## src/core/spa_pkg.sv

```systemverilog
// shared constants and types for the slave parameter access unit
package spa_pkg;
	localparam int AXIS_W    = 8;
	localparam int INDEX_W   = 16;
	localparam int SUBIDX_W  = 8;
	localparam int WIDTH_W   = 8;
	localparam int VALUE_W   = 32;
	localparam int FAULT_W   = 16;

	localparam logic [AXIS_W-1:0]   AXIS_NONE    = 8'h00;
	localparam logic [WIDTH_W-1:0]  WIDTH_BYTE   = 8'h01;
	localparam logic [WIDTH_W-1:0]  WIDTH_WORD   = 8'h02;
	localparam logic [WIDTH_W-1:0]  WIDTH_DWORD  = 8'h04;
	localparam logic [WIDTH_W-1:0]  WIDTH_CLEAR  = 8'h00;
	localparam logic [VALUE_W-1:0]  VALUE_CLEAR  = 32'h0000_0000;
	localparam logic [FAULT_W-1:0]  FAULT_NONE   = 16'h0000;
	// local fault codes, values are arbitrary
	localparam logic [FAULT_W-1:0]  FAULT_AXIS   = 16'h0a01;
	localparam logic [FAULT_W-1:0]  FAULT_WIDTH  = 16'h0a02;
	localparam logic [FAULT_W-1:0]  FAULT_SLAVE  = 16'h0a03;

	typedef enum logic [1:0]
	{
		SPA_IDLE,
		SPA_WAIT,
		SPA_DONE,
		SPA_FAULT
	} spa_state_t;
endpackage

```

## src/core/spa_param_access.sv

```systemverilog
// request unit that reads or writes one parameter of a networked servo slave
`timescale 1ns/1ps

module spa_param_access
	import spa_pkg::*;
(
	input  wire logic                        clk,
	input  wire logic                        rstn,
	input  wire logic                        start,
	input  wire logic                        write_sel,
	input  wire logic [spa_pkg::AXIS_W-1:0]  axis,
	input  wire logic [spa_pkg::INDEX_W-1:0] obj_index,
	input  wire logic [spa_pkg::SUBIDX_W-1:0] obj_subindex,
	input  wire logic [spa_pkg::WIDTH_W-1:0] value_width_code,
	input  wire logic [spa_pkg::VALUE_W-1:0] write_value,
	output logic                             busy_q,
	output logic                             active_q,
	output logic                             done_q,
	output logic                             error_q,
	output logic [spa_pkg::FAULT_W-1:0]      fault_code_q,
	output logic [spa_pkg::WIDTH_W-1:0]      read_width_q,
	output logic [spa_pkg::VALUE_W-1:0]      read_value_q,
	output logic                             slv_req_q,
	output logic                             slv_write_q,
	output logic [spa_pkg::AXIS_W-1:0]       slv_axis_q,
	output logic [spa_pkg::INDEX_W-1:0]      slv_index_q,
	output logic [spa_pkg::SUBIDX_W-1:0]     slv_subindex_q,
	output logic [spa_pkg::WIDTH_W-1:0]      slv_width_q,
	output logic [spa_pkg::VALUE_W-1:0]      slv_wdata_q,
	input  wire logic                        slv_ack,
	input  wire logic                        slv_fail,
	input  wire logic [spa_pkg::FAULT_W-1:0] slv_fault_code,
	input  wire logic [spa_pkg::WIDTH_W-1:0] slv_rwidth,
	input  wire logic [spa_pkg::VALUE_W-1:0] slv_rdata
);
	import spa_pkg::*;

	spa_state_t           state_q;
	logic                 start_prev_q;
	logic                 start_rise;
	logic                 width_ok;
	logic                 axis_ok;
	logic                 inputs_ok;
	logic                 finish;
	logic [FAULT_W-1:0]   start_fault;

	assign start_rise = start && !start_prev_q;
	assign axis_ok    = axis != AXIS_NONE;
	// width is only meaningful on a write; a read learns it from the slave
	assign width_ok   = !write_sel || value_width_code == WIDTH_BYTE
		|| value_width_code == WIDTH_WORD || value_width_code == WIDTH_DWORD;
	assign inputs_ok  = axis_ok && width_ok;
	assign start_fault = axis_ok ? FAULT_WIDTH : FAULT_AXIS;
	assign finish     = state_q == SPA_WAIT && slv_ack;

	always_ff @(posedge clk or negedge rstn)
	begin
		if (!rstn)
			start_prev_q <= 1'b0;
		else
			start_prev_q <= start;
	end

	// sequencer; a second start edge while busy is ignored
	always_ff @(posedge clk or negedge rstn)
	begin
		if (!rstn)
			state_q <= SPA_IDLE;
		else
		begin
			unique case (state_q)
				SPA_IDLE:
					if (start_rise)
						state_q <= inputs_ok ? SPA_WAIT : SPA_FAULT;
				SPA_WAIT:
					if (slv_ack)
						state_q <= slv_fail ? SPA_FAULT : SPA_DONE;
				SPA_DONE:
					if (!start)
						state_q <= SPA_IDLE;
				SPA_FAULT:
					if (!start)
						state_q <= SPA_IDLE;
			endcase
		end
	end

	// busy and active share one span: the slave is held only while waiting
	always_ff @(posedge clk or negedge rstn)
	begin
		if (!rstn)
		begin
			busy_q   <= 1'b0;
			active_q <= 1'b0;
		end
		else if (state_q == SPA_IDLE && start_rise && inputs_ok)
		begin
			busy_q   <= 1'b1;
			active_q <= 1'b1;
		end
		else if (finish)
		begin
			busy_q   <= 1'b0;
			active_q <= 1'b0;
		end
	end

	always_ff @(posedge clk or negedge rstn)
	begin
		if (!rstn)
			done_q <= 1'b0;
		else if (finish && !slv_fail)
			done_q <= 1'b1;
		else if (state_q == SPA_DONE && !start)
			done_q <= 1'b0;
	end

	always_ff @(posedge clk or negedge rstn)
	begin
		if (!rstn)
		begin
			error_q      <= 1'b0;
			fault_code_q <= FAULT_NONE;
		end
		else if (state_q == SPA_IDLE && start_rise && !inputs_ok)
		begin
			error_q      <= 1'b1;
			fault_code_q <= start_fault;
		end
		else if (finish && slv_fail)
		begin
			error_q      <= 1'b1;
			// a slave that reports no code still yields a nonzero fault
			fault_code_q <= slv_fault_code == FAULT_NONE ? FAULT_SLAVE : slv_fault_code;
		end
		else if (state_q == SPA_FAULT && !start)
		begin
			error_q      <= 1'b0;
			fault_code_q <= FAULT_NONE;
		end
	end

	// read results persist until the next read finishes or fails
	always_ff @(posedge clk or negedge rstn)
	begin
		if (!rstn)
		begin
			read_width_q <= WIDTH_CLEAR;
			read_value_q <= VALUE_CLEAR;
		end
		else if (state_q == SPA_IDLE && start_rise && !inputs_ok && !write_sel)
		begin
			read_width_q <= WIDTH_CLEAR;
			read_value_q <= VALUE_CLEAR;
		end
		else if (finish && !slv_write_q)
		begin
			read_width_q <= slv_fail ? WIDTH_CLEAR : slv_rwidth;
			read_value_q <= slv_fail ? VALUE_CLEAR : slv_rdata;
		end
	end

	// request to the slave, fields frozen at the start edge
	always_ff @(posedge clk or negedge rstn)
	begin
		if (!rstn)
		begin
			slv_req_q      <= 1'b0;
			slv_write_q    <= 1'b0;
			slv_axis_q     <= AXIS_NONE;
			slv_index_q    <= '0;
			slv_subindex_q <= '0;
			slv_width_q    <= WIDTH_CLEAR;
			slv_wdata_q    <= VALUE_CLEAR;
		end
		else if (state_q == SPA_IDLE && start_rise && inputs_ok)
		begin
			slv_req_q      <= 1'b1;
			slv_write_q    <= write_sel;
			slv_axis_q     <= axis;
			slv_index_q    <= obj_index;
			slv_subindex_q <= obj_subindex;
			slv_width_q    <= value_width_code;
			slv_wdata_q    <= write_value;
		end
		else if (finish)
			slv_req_q <= 1'b0;
	end
endmodule

```

## config.mk

```make
export PLATFORM = sky130hd
export DESIGN_NAME = spa_param_access
export DESIGN_NICKNAME = d
export VERILOG_FILES = /design/src/core/spa_pkg.sv /design/src/core/spa_param_access.sv
export SDC_FILE = /design/constraint.sdc
export NUM_CORES = 1
export LEC_CHECK = 0
export BUFFER_PORTS_ARGS = -buffer_cell sky130_fd_sc_hd__buf_2
export CAP_MARGIN = 0
export CORE_MARGIN = 2
export CORE_UTILIZATION = 35
export DETAILED_ROUTE_END_ITERATION = 8
export PLACE_DENSITY = 0.65
export SYNTH_ARGS = -nofsm -noshare
export SYNTH_HDL_FRONTEND = slang
export SYNTH_SLANG_ARGS = --single-unit
```

## constraint.sdc

```tcl
create_clock -name clk -period 1.5 [get_ports clk]
set_clock_uncertainty 0.05 [all_clocks]
set_input_delay 0.075 -clock clk [delete_from_list [all_inputs] [get_ports clk]]
set_output_delay 0.075 -clock clk [all_outputs]
set_load 0.005 [all_outputs]
```

==> metrics.log, run 1 <==
INFO  metric outcome = finished, violations left
INFO  metric failed_checks = setup timing
INFO  metric end_kind = flop
INFO  metric maxUsedRoutingLayer = met4
INFO  metric rsz0062_at_grt = true
INFO  metric synth_async_sr_flop_share = between 90% and 100%
INFO  metric dr.first_iter.drc_count = 227
INFO  metric start_util = 35.9%
INFO  metric floorplan.die.height = approximately 130 µm
INFO  metric most_used_standard_cell_by_instance_count_after_synthesis = dfrtp_1
INFO  metric m1WireLength = slightly above 8 mm
INFO  metric synthDominantAreaCellType = dfrtp_1
INFO  metric p_total = about 0.018 W
INFO  metric clk_pin_slew = 0.06 ns
INFO  metric cts_root_buf = clkbuf_16
INFO  metric layout.cell_area.non_filler = 0.0101 mm²
INFO  metric max_clock_freq = 0.593 GHz
INFO  metric synth_xor_xnor_area_share = 0.153%
INFO  metric setup_ws = -0.185 ns
INFO  metric simple_gate_share_of_the_synthesized_area = 11.1%
INFO  metric vias_in_the_first_global_route = 5687
INFO  metric yosys.area_share.adder = 0%
INFO  metric gr-usage-all-layers = 22.1%
INFO  metric synth.net_count = a little under 600
INFO  metric core_area = 0.0159 mm²
INFO  metric synth-seq-area-share = 59.1%
INFO  metric synth.cell_area = about 0.0057 mm²
INFO  metric numClockSinks = 135
INFO  metric layout-area-overhead-vs-synth = 77.4%
INFO  metric cp_slowest_stage_delay = approximately 0.35 ns
INFO  metric routabilityCongestion = between 0.7 and 0.8
INFO  metric post-route-drc-count = 0
INFO  metric yosys-mux-area-fraction = 18.2%
INFO  metric ys.flop_type = dfrtp_1
INFO  metric portion_of_synthesized_cell_area_occupied_by_the_leading_cell_type = 59.1%
INFO  metric drtPass1Iterations = 5
INFO  metric clock_path_buffers = 2
INFO  metric power.static_leakage = 5.16 nW
INFO  metric worstPathRequired = ~1.8 ns
INFO  metric chipWidth = 132 µm
INFO  metric htree_num_levels = 4
INFO  metric wl = roughly 20 mm
INFO  metric slowest_stage = dfrtp_1
INFO  metric route.vias.total = roughly 5500
INFO  metric top_level_ports = between 200 and 300
INFO  metric final_hold_viol_count = 0
INFO  metric cp.arrival = 1.93 ns
INFO  metric ys_types = 35
INFO  metric cts_tree = yes
INFO  metric synthCells = 460
INFO  metric antenna_violations_before_repair = 1
INFO  metric worst_setup_path_start_kind = flop
INFO  metric synthTopCellsByArea = dfrtp_1 59%, mux2_4 15%, nand2_1 4.7%
INFO  metric vdd.ir_drop.worst = 1020 µV
INFO  metric hp-class = input pin to flop
INFO  metric dpl-instance-area = 0.00763 mm²
INFO  metric max-cap-violations = 0
INFO  metric first_pass_grt_wire_length = 30.3 mm
INFO  metric fp.dieArea = 0.0174 mm²
INFO  metric synthesis.area_per_instance = 12.4 µm²
INFO  metric detail_route.wl_per_cell = roughly 18 µm
INFO  metric layout-drive-gt1-share = 52.4%
INFO  metric worst_slew_margin_rel = between 60% and 70%
INFO  metric crit_path_cell_trace = nand2b_4 -> nor3_4 -> nand3_4 -> buf_12 -> buf_16 -> mux2_4
INFO  metric port_buffers = ~270
INFO  metric crit_path_max_fanout = 10
INFO  metric met2_length = 10.3 mm
INFO  metric route.antenna.remaining_nets = 0
INFO  metric final_net_count = 1040
INFO  metric timing.final.crit_period = ~1.7 ns
INFO  metric synth-edff-count = 0
INFO  metric route.detailed.vias_per_inst = 4.86
INFO  metric criticalPathCategory = flop to flop
INFO  metric insertion_delay = between 0.4 and 0.5 ns
INFO  metric maximum_number_of_pins_on_one_net_before_global_route_repair = 48
INFO  metric ys_ff_latch = 135
INFO  metric placement_rows = 46
INFO  metric tightestPinTransition = 0.525 ns
INFO  metric final_max_slew_viol_count = 0
INFO  metric netlist_top_cells_count = 135 x dfrtp_1, 72 x nand2_1, 59 x mux2_4
INFO  metric grt_remaining_overflow = 0
INFO  metric cts_inserted_buffers = 17
INFO  metric yosysWarningCount = 0
INFO  metric synth_area_in_compound_gates = 7.70%
INFO  metric timing.final.crit_share = 112%
INFO  metric met3RoutedLength = 1.08 mm
INFO  metric nFillCells = 1185
INFO  metric synth_top_family_by_area = multiplexers
INFO  metric final-setup-viol-count = 131
INFO  metric power_density = 1730 mW/mm²
INFO  metric dpl.hpwl = about 11 mm
flip-flops by register name, indices dropped and copies added (netlist names), 2 cells and up:
| register | flops |
|---|---|
| slv_axis_q | 8 |
| fault_code_q | 16 |
| slv_index_q | 16 |
| state_q | 2 |
| read_width_q | 8 |
| slv_subindex_q | 8 |
| slv_width_q | 8 |
| slv_wdata_q | 32 |
| read_value_q | 32 |
cells in the final DEF (no fill, tap or decap), types with 2 or more instances in the layout:
master | Yosys | routed
a21oi_1 | 47 | 27
a21oi_2 | 0 | 16
a21oi_4 | 0 | 4
a311o_1 | 2 | 2
buf_12 | 0 | 12
buf_16 | 0 | 6
buf_2 | 10 | 266
buf_4 | 3 | 30
buf_6 | 7 | 6
buf_8 | 0 | 4
bufinv_16 | 0 | 2
clkbuf_16 | 0 | 23
clkinv_4 | 0 | 3
clkinvlp_4 | 0 | 3
dfrtp_1 | 135 | 133
dfrtp_2 | 0 | 2
dlygate4sd3_1 | 0 | 129
inv_1 | 3 | 3
inv_6 | 0 | 6
mux2_2 | 7 | 5
mux2_4 | 59 | 68
nand2_1 | 72 | 71
nand2b_1 | 3 | 2
nand3_1 | 43 | 42
nand3b_1 | 2 | 2
nor2_1 | 5 | 4
nor3_4 | 0 | 2
nor4_1 | 6 | 6
o21ai_0 | 4 | 4
o21ai_2 | 10 | 14
or2_4 | 0 | 2
worst paths after layout:
path                                    from          endpoint  slack, ns  depth (start not counted)
setup / recovery                start_prev_q   slv_wdata_q[17]      -0.18                          6
hold / removal             slv_fault_code[9]   fault_code_q[9]       0.06                          4
setup reg to reg                start_prev_q   slv_wdata_q[17]      -0.18                          6
hold reg to reg                slv_axis_q[7]     slv_axis_q[7]       0.46                          1
max in group asynchronous               rstn  read_value_q[30]       0.69                          3
min in group asynchronous               rstn    slv_width_q[0]       0.13                          2
metrics by stage:
stage	setup WS (ns)	util, %	setup TNS, ns	cells	hold WS [ns]
after floorplan	-0.0618	-	-3.68	460	-0.271
final	-0.185	63.7	-17.22	1136	0.0555
after global placement	-0.280	47.8	-28.14	955	0.0198
after detailed placement	-0.303	47.8	-29.61	955	0.0207
after CTS	-0.228	61.7	-19.16	1128	0.0131
after global routing	-0.240	63.7	-24.19	1136	0.0488
where the power goes:
part / switching (W) / total (W) / leakage [nW] / internal (W)
Sequential: 0.00112 / 0.00657 / 1.68 / 0.00546
Clock: 0.00174 / 0.00422 / 0.282 / 0.00248
Combinational: 0.00277 / 0.00672 / 3.20 / 0.00395
Total: 0.00562 / 0.0175 / 5.16 / 0.0119
cells by family (layout without fill, tap and decap cells):
| logic type | Yosys count | after routing |
|---|---|---|
| buf+inv | 37 | 495 |
| mux | 73 | 73 |
| xor+xnor | 1 | 1 |
| other cells | 0 | 1 |
| simple gates | 140 | 141 |
| flops | 135 | 135 |
| compound gates | 74 | 74 |
critical path, delay by kind of cell, from the launching register on:
kind / cells / cell delay, ns
buffers and inverters: 2 / 0.34
DFF: 1 / 0.35
muxes: 1 / 0.30
and+or+nand+nor: 3 / 0.51
layer usage:
layer	vias up	GRT usage, %
met4	0	9.48
met2	247	37.7
met1	2723	26.3
met5	-	0
li1	2498	-
met3	58	6.00
area by class of cell:
cell class	count	area, µm²	share of cell area, %
timing repair buffer	459	3530	34.8
sequential	135	3380	33.3
multi-input combinational	289	2360	23.2
clock buffer	17	425	4.19
tap	216	270	2.66
clock inverter	15	166	1.64
inverter	4	15.0	0.148
antenna	1	2.50	0.0247
timing repair:
| action | in CTS | in global routing |
|---|---|---|
| hold endpoints to repair | 265 | 0 |
| hold buffers | 129 | 0 |
| cloned | 6 | 8 |
| endpoints found under the setup margin | 131 | 131 |
| resized for setup | 31 | 39 |
| buffers inserted | 7 | 1 |
| pin swaps | 4 | 17 |
Power figures use the tool's default switching activity.
==> run 2, diff against run 1 <==
--- a/config.mk
+++ b/config.mk
@@ -5,12 +5,12 @@
 export SDC_FILE = /design/constraint.sdc
 export NUM_CORES = 1
 export LEC_CHECK = 0
+export ABC_AREA = 1
 export BUFFER_PORTS_ARGS = -buffer_cell sky130_fd_sc_hd__buf_2
 export CAP_MARGIN = 0
 export CORE_MARGIN = 2
-export CORE_UTILIZATION = 35
+export CORE_UTILIZATION = 25
 export DETAILED_ROUTE_END_ITERATION = 8
-export PLACE_DENSITY = 0.65
 export SYNTH_ARGS = -nofsm -noshare
 export SYNTH_HDL_FRONTEND = slang
 export SYNTH_SLANG_ARGS = --single-unit
==> constraint.sdc (replaced) <==
create_clock -name clk -period 2.1 [get_ports clk]
set_clock_uncertainty 0.05 [all_clocks]
set_input_delay 0.105 -clock clk [delete_from_list [all_inputs] [get_ports clk]]
set_output_delay 0.105 -clock clk [all_outputs]
set_load 0.005 [all_outputs]
==> run 2 against run 1 <==
Compared with the run above: the flow now finishes without violations; hold slack got worse by 0.029 ns; worst setup slack improved by 0.47 ns; wire length decreased by 3.7%; synthesized cell count increased by 57%; combinational power decreased by 40%; first-iteration DRC count increased by 53%; critical path type is now input pin to flop; largest cell class is now sequential cells.
==> metrics.log, run 2 <==
INFO  metric gr-usage-all-layers = 14.9%
INFO  metric wl = a little under 20 mm
INFO  metric worst_slew_margin_rel = 66.1%
INFO  metric layout_common_cells = 266 x buf_2, 185 x nand2_1, 135 x dfrtp_1, 129 x dlygate4sd3_1, 126 x inv_1
INFO  metric port_buffers = 267
INFO  metric final_max_slew_viol_count = 0
INFO  metric top_level_ports = ~270
INFO  metric netlist_top_cells_count = 185 x nand2_1, 135 x dfrtp_1, 126 x inv_1
INFO  metric criticalPathCategory = input pin to flop
INFO  metric final-setup-viol-count = 0
INFO  metric dpl.hpwl = between 10 and 15 mm
INFO  metric dr.first_iter.drc_count = 347
INFO  metric timing.final.crit_period = 1.81 ns
INFO  metric chipWidth = 163 µm
INFO  metric cp.arrival = 2.10 ns
INFO  metric maximum_number_of_pins_on_one_net_before_global_route_repair = 63
INFO  metric route.detailed.vias_per_inst = 4.24
INFO  metric max_clock_freq = 0.552 GHz
INFO  metric rsz0062_at_grt = false
INFO  metric final_net_count = 1241
INFO  metric synth.net_count = 855
INFO  metric cpMostUsedCell = nand2_1
INFO  metric layout-drive-gt1-share = 36.5%
INFO  metric grt_remaining_overflow = 0
INFO  metric power_density = 1200 mW/mm²
INFO  metric synthesis.area_per_instance = 8.81 µm²
INFO  metric synthDominantAreaCellType = dfrtp_1
INFO  metric route.antenna.remaining_nets = 0
INFO  metric start_util = 25.4%
INFO  metric hp-class = input pin to flop
INFO  metric post-route-drc-count = 0
INFO  metric tightestPinTransition = a little over 0.5 ns
INFO  metric route.vias.total = roughly 6100
INFO  metric synth_async_sr_flop_share = 100%
INFO  metric ys.flop_type = dfrtp_1
INFO  metric final_hold_viol_count = 0
INFO  metric placement_rows = 58
INFO  metric most_common_library_cell_in_the_layout_ignoring_fill_and_taps = buf_2
INFO  metric cts_tree = yes
INFO  metric end_kind = flop
INFO  metric vias_in_the_first_global_route = 6315
INFO  metric floorplan.die.height = 163 µm
INFO  metric cts_root_buf = clkbuf_16
INFO  metric portion_of_synthesized_cell_area_occupied_by_the_leading_cell_type = 53.2%
INFO  metric fp.dieArea = 0.0267 mm²
INFO  metric layout.cell_area.non_filler = 0.00990 mm²
INFO  metric insertion_delay = 0.41 ns
INFO  metric most_used_standard_cell_by_instance_count_after_synthesis = nand2_1
INFO  metric clock_path_buffers = 2
INFO  metric routabilityCongestion = 0.798
INFO  metric worstPathRequired = approximately 2.4 ns
INFO  metric synthCells = between 700 and 800
INFO  metric power.static_leakage = roughly 5.6 nW
INFO  metric antenna_violations_before_repair = 0
INFO  metric finalCoreUtilization = 39.5%
INFO  metric synth-seq-area-share = 53.2%
INFO  metric synth-edff-count = 0
INFO  metric numClockSinks = 135
INFO  metric timing.final.crit_share = between 80 and 90%
INFO  metric ys_ff_latch = between 100 and 150
INFO  metric number_of_inserted_diodes = 0
INFO  metric fin_setup_tns = 0 ns
INFO  metric layout-area-overhead-vs-synth = 55.8%
INFO  metric dpl-instance-area = 0.00793 mm²
INFO  metric detail_route.wl_per_cell = 13.6 µm
INFO  metric synthTopCellsByArea = dfrtp_1 53%, nand2_1 11%, o21ai_2 8.8%
INFO  metric crit_path_cell_trace = dlygate4sd3_1 -> buf_2 -> inv_1 -> nand2_1 -> nor3_1 -> nand2_1 -> nand3_4 -> buf_4 -> nand2_1 -> o21ai_2
INFO  metric yosysWarningCount = 0
INFO  metric slowest_stage = dlygate4sd3_1
INFO  metric synth.cell_area = around 0.0064 mm²
INFO  metric outcome = completed
INFO  metric cts_inserted_buffers = 17
INFO  metric crit_path_max_fanout = 35
INFO  metric vdd.ir_drop.worst = 605 µV
INFO  metric max-cap-violations = 0
INFO  metric worst_setup_path_start_kind = input pin
INFO  metric reg_top3 = read_value_q: 32 flops, slv_wdata_q: 32 flops
INFO  metric htree_num_levels = 4
INFO  metric first_pass_grt_wire_length = 31.4 mm
INFO  metric ys_types = 27
INFO  metric clk_pin_slew = 0.06 ns
INFO  metric drtPass1Iterations = 4
INFO  metric core_area = 0.0250 mm²
INFO  metric cp_slowest_stage_delay = 0.54 ns
## run 2: timing repair
item                      4_1_cts  5_1_grt
buffers inserted                0        0
hold buffers                  129        0
resized for setup               0        0
hold endpoints to repair      174        0
## run 2: worst max-delay path, delay by kind of cell
family,cells,cell delay (ns)
and+or+nand+nor,5,0.75
AOI/OAI and AO/OA,1,0.08
buffers and inverters,4,1.15
## run 2: stage by stage
stage               hold slack, ns  cells  total power, W  worst slack, ns
finish                      0.0270   1450          0.0118            0.290
global route                0.0439   1450          0.0127            0.154
CTS                      0.0000327   1450          0.0120            0.304
detailed placement          0.0120   1289         0.00826            0.415
global placement            0.0216   1289         0.00817            0.407
floorplan                   -0.241    721         0.00647            0.715
## run 2: layout make-up
class	count	area (µm²)
Inverter	131	492
Sequential cell	135	3380
Clock inverter	15	249
Fill cell	2504	15100
Timing Repair Buffer	409	2770
Tap cell	330	413
Multi-Input combinational cell	413	2170
Clock buffer	17	425
## run 2: path summary, 6_finish.rpt
path | startpoint | endpoint | slack [ns] | cells past startpoint
setup / recovery | axis[1] | slv_index_q[7] | 0.29 | 10
setup reg to reg | state_q[1] | read_value_q[17] | 0.45 | 8
hold reg to reg | slv_axis_q[7] | slv_axis_q[7] | 0.43 | 2
max in group asynchronous | rstn | read_value_q[8] | 1.19 | 3
hold / removal | slv_fault_code[9] | fault_code_q[9] | 0.03 | 5
min in group asynchronous | rstn | slv_wdata_q[26] | 0.12 | 2
## run 2: cells by family (layout without fill, tap and decap cells)
group                  Yosys count  in the layout  share of synthesized area, %
DFF                            135            135                          53.2
and+or+nand+nor                291            291                          20.6
AOI/OAI and AO/OA              122            122                          13.6
buffers and inverters          173            572                          12.6
## run 2: metal layers
layer / part of all wire, % / GRT usage [%]
met5: 0 / 0
met4: 3.2 / 6.88
met3: 6.2 / 3.45
met2: 49 / 25.6
met1: 41 / 17.6
## run 2: power by group
| group | leakage (nW) | internal (W) | switching (W) |
|---|---|---|---|
| logic | 3.59 | 0.00189 | 0.00215 |
| clock network | 0.324 | 0.00224 | 0.00122 |
| registers | 1.72 | 0.00373 | 0.000624 |
| total | 5.64 | 0.00785 | 0.00400 |
==> run 3, diff against run 2 <==
--- a/config.mk
+++ b/config.mk
@@ -14,3 +14,4 @@
 export SYNTH_ARGS = -nofsm -noshare
 export SYNTH_HDL_FRONTEND = slang
 export SYNTH_SLANG_ARGS = --single-unit
+export TNS_END_PERCENT = 10
==> constraint.sdc (replaced) <==
create_clock -name clk -period 2.1 [get_ports clk]
set_clock_uncertainty 0.05 [all_clocks]
set_input_delay 0.21 -clock clk [delete_from_list [all_inputs] [get_ports clk]]
set_output_delay 0.21 -clock clk [all_outputs]
set_load 0.005 [all_outputs]
==> run 3 against run 2 <==
Compared with the run above: via count down 5.0%; hold slack better by 0.0015 ns; count of clock-buffer cells in the layout up 6; register-to-register slack worse by 0.06 ns; fmax down 3.8%; wire length down 3.4%; final area down 5.4%; worst setup slack worse by 0.071 ns; combinational power down 1%.
==> metrics.log, run 3 (synthesis results as in run 2) <==
INFO  metric outcome = completed
INFO  metric instance_count_along_the_most_critical_hold_path = 3
INFO  metric dpl.hpwl = ~13 mm
INFO  metric cts_resized = 0
INFO  metric vias_in_the_first_global_route = between 5000 and 6000
INFO  metric placement_rows = 58
INFO  metric timing.final.crit_period = 1.88 ns
INFO  metric crit_path_max_fanout = 28
INFO  metric gr-usage-all-layers = about 14%
INFO  metric port_buffers = 267
INFO  metric first_pass_grt_wire_length = around 30 mm
INFO  metric wl = 19.0 mm
INFO  metric final_max_slew_viol_count = 0
INFO  metric layout-drive-gt1-share = between 30% and 40%
INFO  metric timing.reg2reg.setup_slack = 0.39 ns
INFO  metric clk_pin_slew = 0.06 ns
INFO  metric clock_path_buffers = 2
INFO  metric top_level_ports = 268
INFO  metric internal_power_summed_over_all_cells = between 0.007 and 0.008 W
INFO  metric route.detailed.vias_per_inst = between 4 and 5
INFO  metric floorplan.die.height = 163 µm
INFO  metric r2r_start = state_q[1]
INFO  metric route.antenna.remaining_nets = 0
INFO  metric min-delay-start = value_width_code[2]
INFO  metric post-cts-setup-buffer-count = 0
INFO  metric fin_setup_tns = 0 ns
INFO  metric max_clock_freq = about 0.53 GHz
INFO  metric most_common_library_cell_in_the_layout_ignoring_fill_and_taps = buf_2
INFO  metric htree_num_levels = 4
INFO  metric fp.dieArea = between 0.02 and 0.03 mm²
INFO  metric worst_setup_path_start_kind = input pin
INFO  metric final_hold_viol_count = 0
INFO  metric antenna_violations_before_repair = 0
INFO  metric layout.cell_area.non_filler = ~0.0094 mm²
INFO  metric timing.final.crit_share = 89.6%
INFO  metric drtPass1Iterations = 4
INFO  metric worstPathRequired = 2.37 ns
INFO  metric dr.first_iter.drc_count = 342
INFO  metric switchingPower = 0.00391 W
INFO  metric grt_remaining_overflow = 0
INFO  metric timing.reg2reg.worst_path_depth = 6
INFO  metric layout-area-overhead-vs-synth = 47.4%
INFO  metric end_kind = flop
INFO  metric hp-class = input pin to flop
INFO  metric p_total = 0.0113 W
INFO  metric cts_inserted_buffers = 17
INFO  metric detail_route.wl_per_cell = 13.5 µm
INFO  metric power.clock.fraction = 26.1%
INFO  metric chipWidth = 163 µm
INFO  metric reg_top3 = read_value_q: 32 flops, slv_wdata_q: 32 flops
INFO  metric cts_tree = yes
INFO  metric routabilityCongestion = 0.783
INFO  metric worst_hold_path.endpoint = slv_width_q[2]
INFO  metric core_area = about 0.025 mm²
INFO  metric cts_root_buf = clkbuf_16
INFO  metric post-route-drc-count = 0
INFO  metric final-setup-viol-count = 0
INFO  metric layout_common_cells = 266 x buf_2, 185 x nand2_1, 135 x dfrtp_1, 126 x inv_1, 81 x dlygate4sd3_1
INFO  metric power.combinational.fraction = 35.3%
INFO  metric final_net_count = 1196
INFO  metric rsz0062_at_grt = false
INFO  metric power_density = 1210 mW/mm²
INFO  metric netSwitchingFraction = 34.5%
INFO  metric hold_slack = 0.0285 ns
INFO  metric numClockSinks = 135
INFO  metric cp.arrival = between 2 and 2.5 ns
INFO  metric tightestPinTransition = 0.490 ns
INFO  metric worst_slew_margin_rel = 67.3%
INFO  metric route.vias.total = ~6000
INFO  metric power.static_leakage = 5.43 nW
INFO  metric share_of_total_power_in_sequential_cells = 38.6%
INFO  metric timing.rr.end = fault_code_q[4]
INFO  metric maximum_number_of_pins_on_one_net_before_global_route_repair = 43
INFO  metric vdd.ir_drop.worst = 495 µV
INFO  metric criticalPathCategory = input pin to flop
INFO  metric dpl-instance-area = 0.00798 mm²
INFO  metric number_of_inserted_diodes = 0
INFO  metric insertion_delay = 0.40 ns
INFO  metric max-cap-violations = 0
INFO  metric start_util = 25.4%
## run 3: final cells by class
class                   instances  area (µm²)
inverters                     131         492
flip-flops and latches        135        3380
fillers                      2547       15700
repair buffers                364        2340
clock inverters                 8        97.6
well taps                     330         413
multi-input cells             413        2170
clock buffers                  23         478
## run 3: critical path, stage by stage
cell,delay [ns]
dlygate4sd3_1,0.54
buf_2,0.12
inv_1,0.06
nand2_1,0.08
nor3_1,0.20
nand2_1,0.19
nand3_4,0.21
buf_4,0.36
nand2_1,0.08
o21ai_1,0.10
## run 3: layer usage
metal	global-route usage [%]	wire, µm	share of wire, %
met2	24.3	9360	49
met1	17.6	8230	43
met4	5.75	411	2.2
met5	0	0	0
met3	3.28	995	5.2
## run 3: what timing repair did
item	in CTS	in global routing
hold endpoints to repair	118	0
setup endpoints to repair	0	0
hold buffers	81	0
## run 3: per-stage QoR
step	setup WS, ns	std cells	util [%]
after floorplan	0.715	721	-
after global placement	0.317	1292	31.9
after detailed placement	0.327	1292	31.9
after CTS	0.248	1404	37.4
after global routing	0.0809	1404	37.4
final	0.219	1404	37.4
## run 3: power by group through the flow
stage | Combinational, W | Clock [W] | Sequential, W
floorplan | 0.00200 | 0 | 0.00448
global placement | 0.00384 | 0 | 0.00440
detailed placement | 0.00392 | 0 | 0.00441
CTS | 0.00404 | 0.00308 | 0.00438
global route | 0.00452 | 0.00319 | 0.00452
finish | 0.00400 | 0.00296 | 0.00438
## run 3: worst max path at each step
stage | startpoint | endpoint | slack (ns) | cells past startpoint
2_1_floorplan | state_q[0] | slv_wdata_q[10] | 0.72 | 8
3_3_place_gp | axis[5] | slv_wdata_q[13] | 0.32 | 9
3_5_place_dp | axis[5] | slv_axis_q[1] | 0.33 | 9
4_1_cts | axis[4] | slv_axis_q[1] | 0.25 | 10
5_1_grt | axis[4] | slv_wdata_q[15] | 0.08 | 10
6_report | axis[4] | slv_axis_q[1] | 0.22 | 10
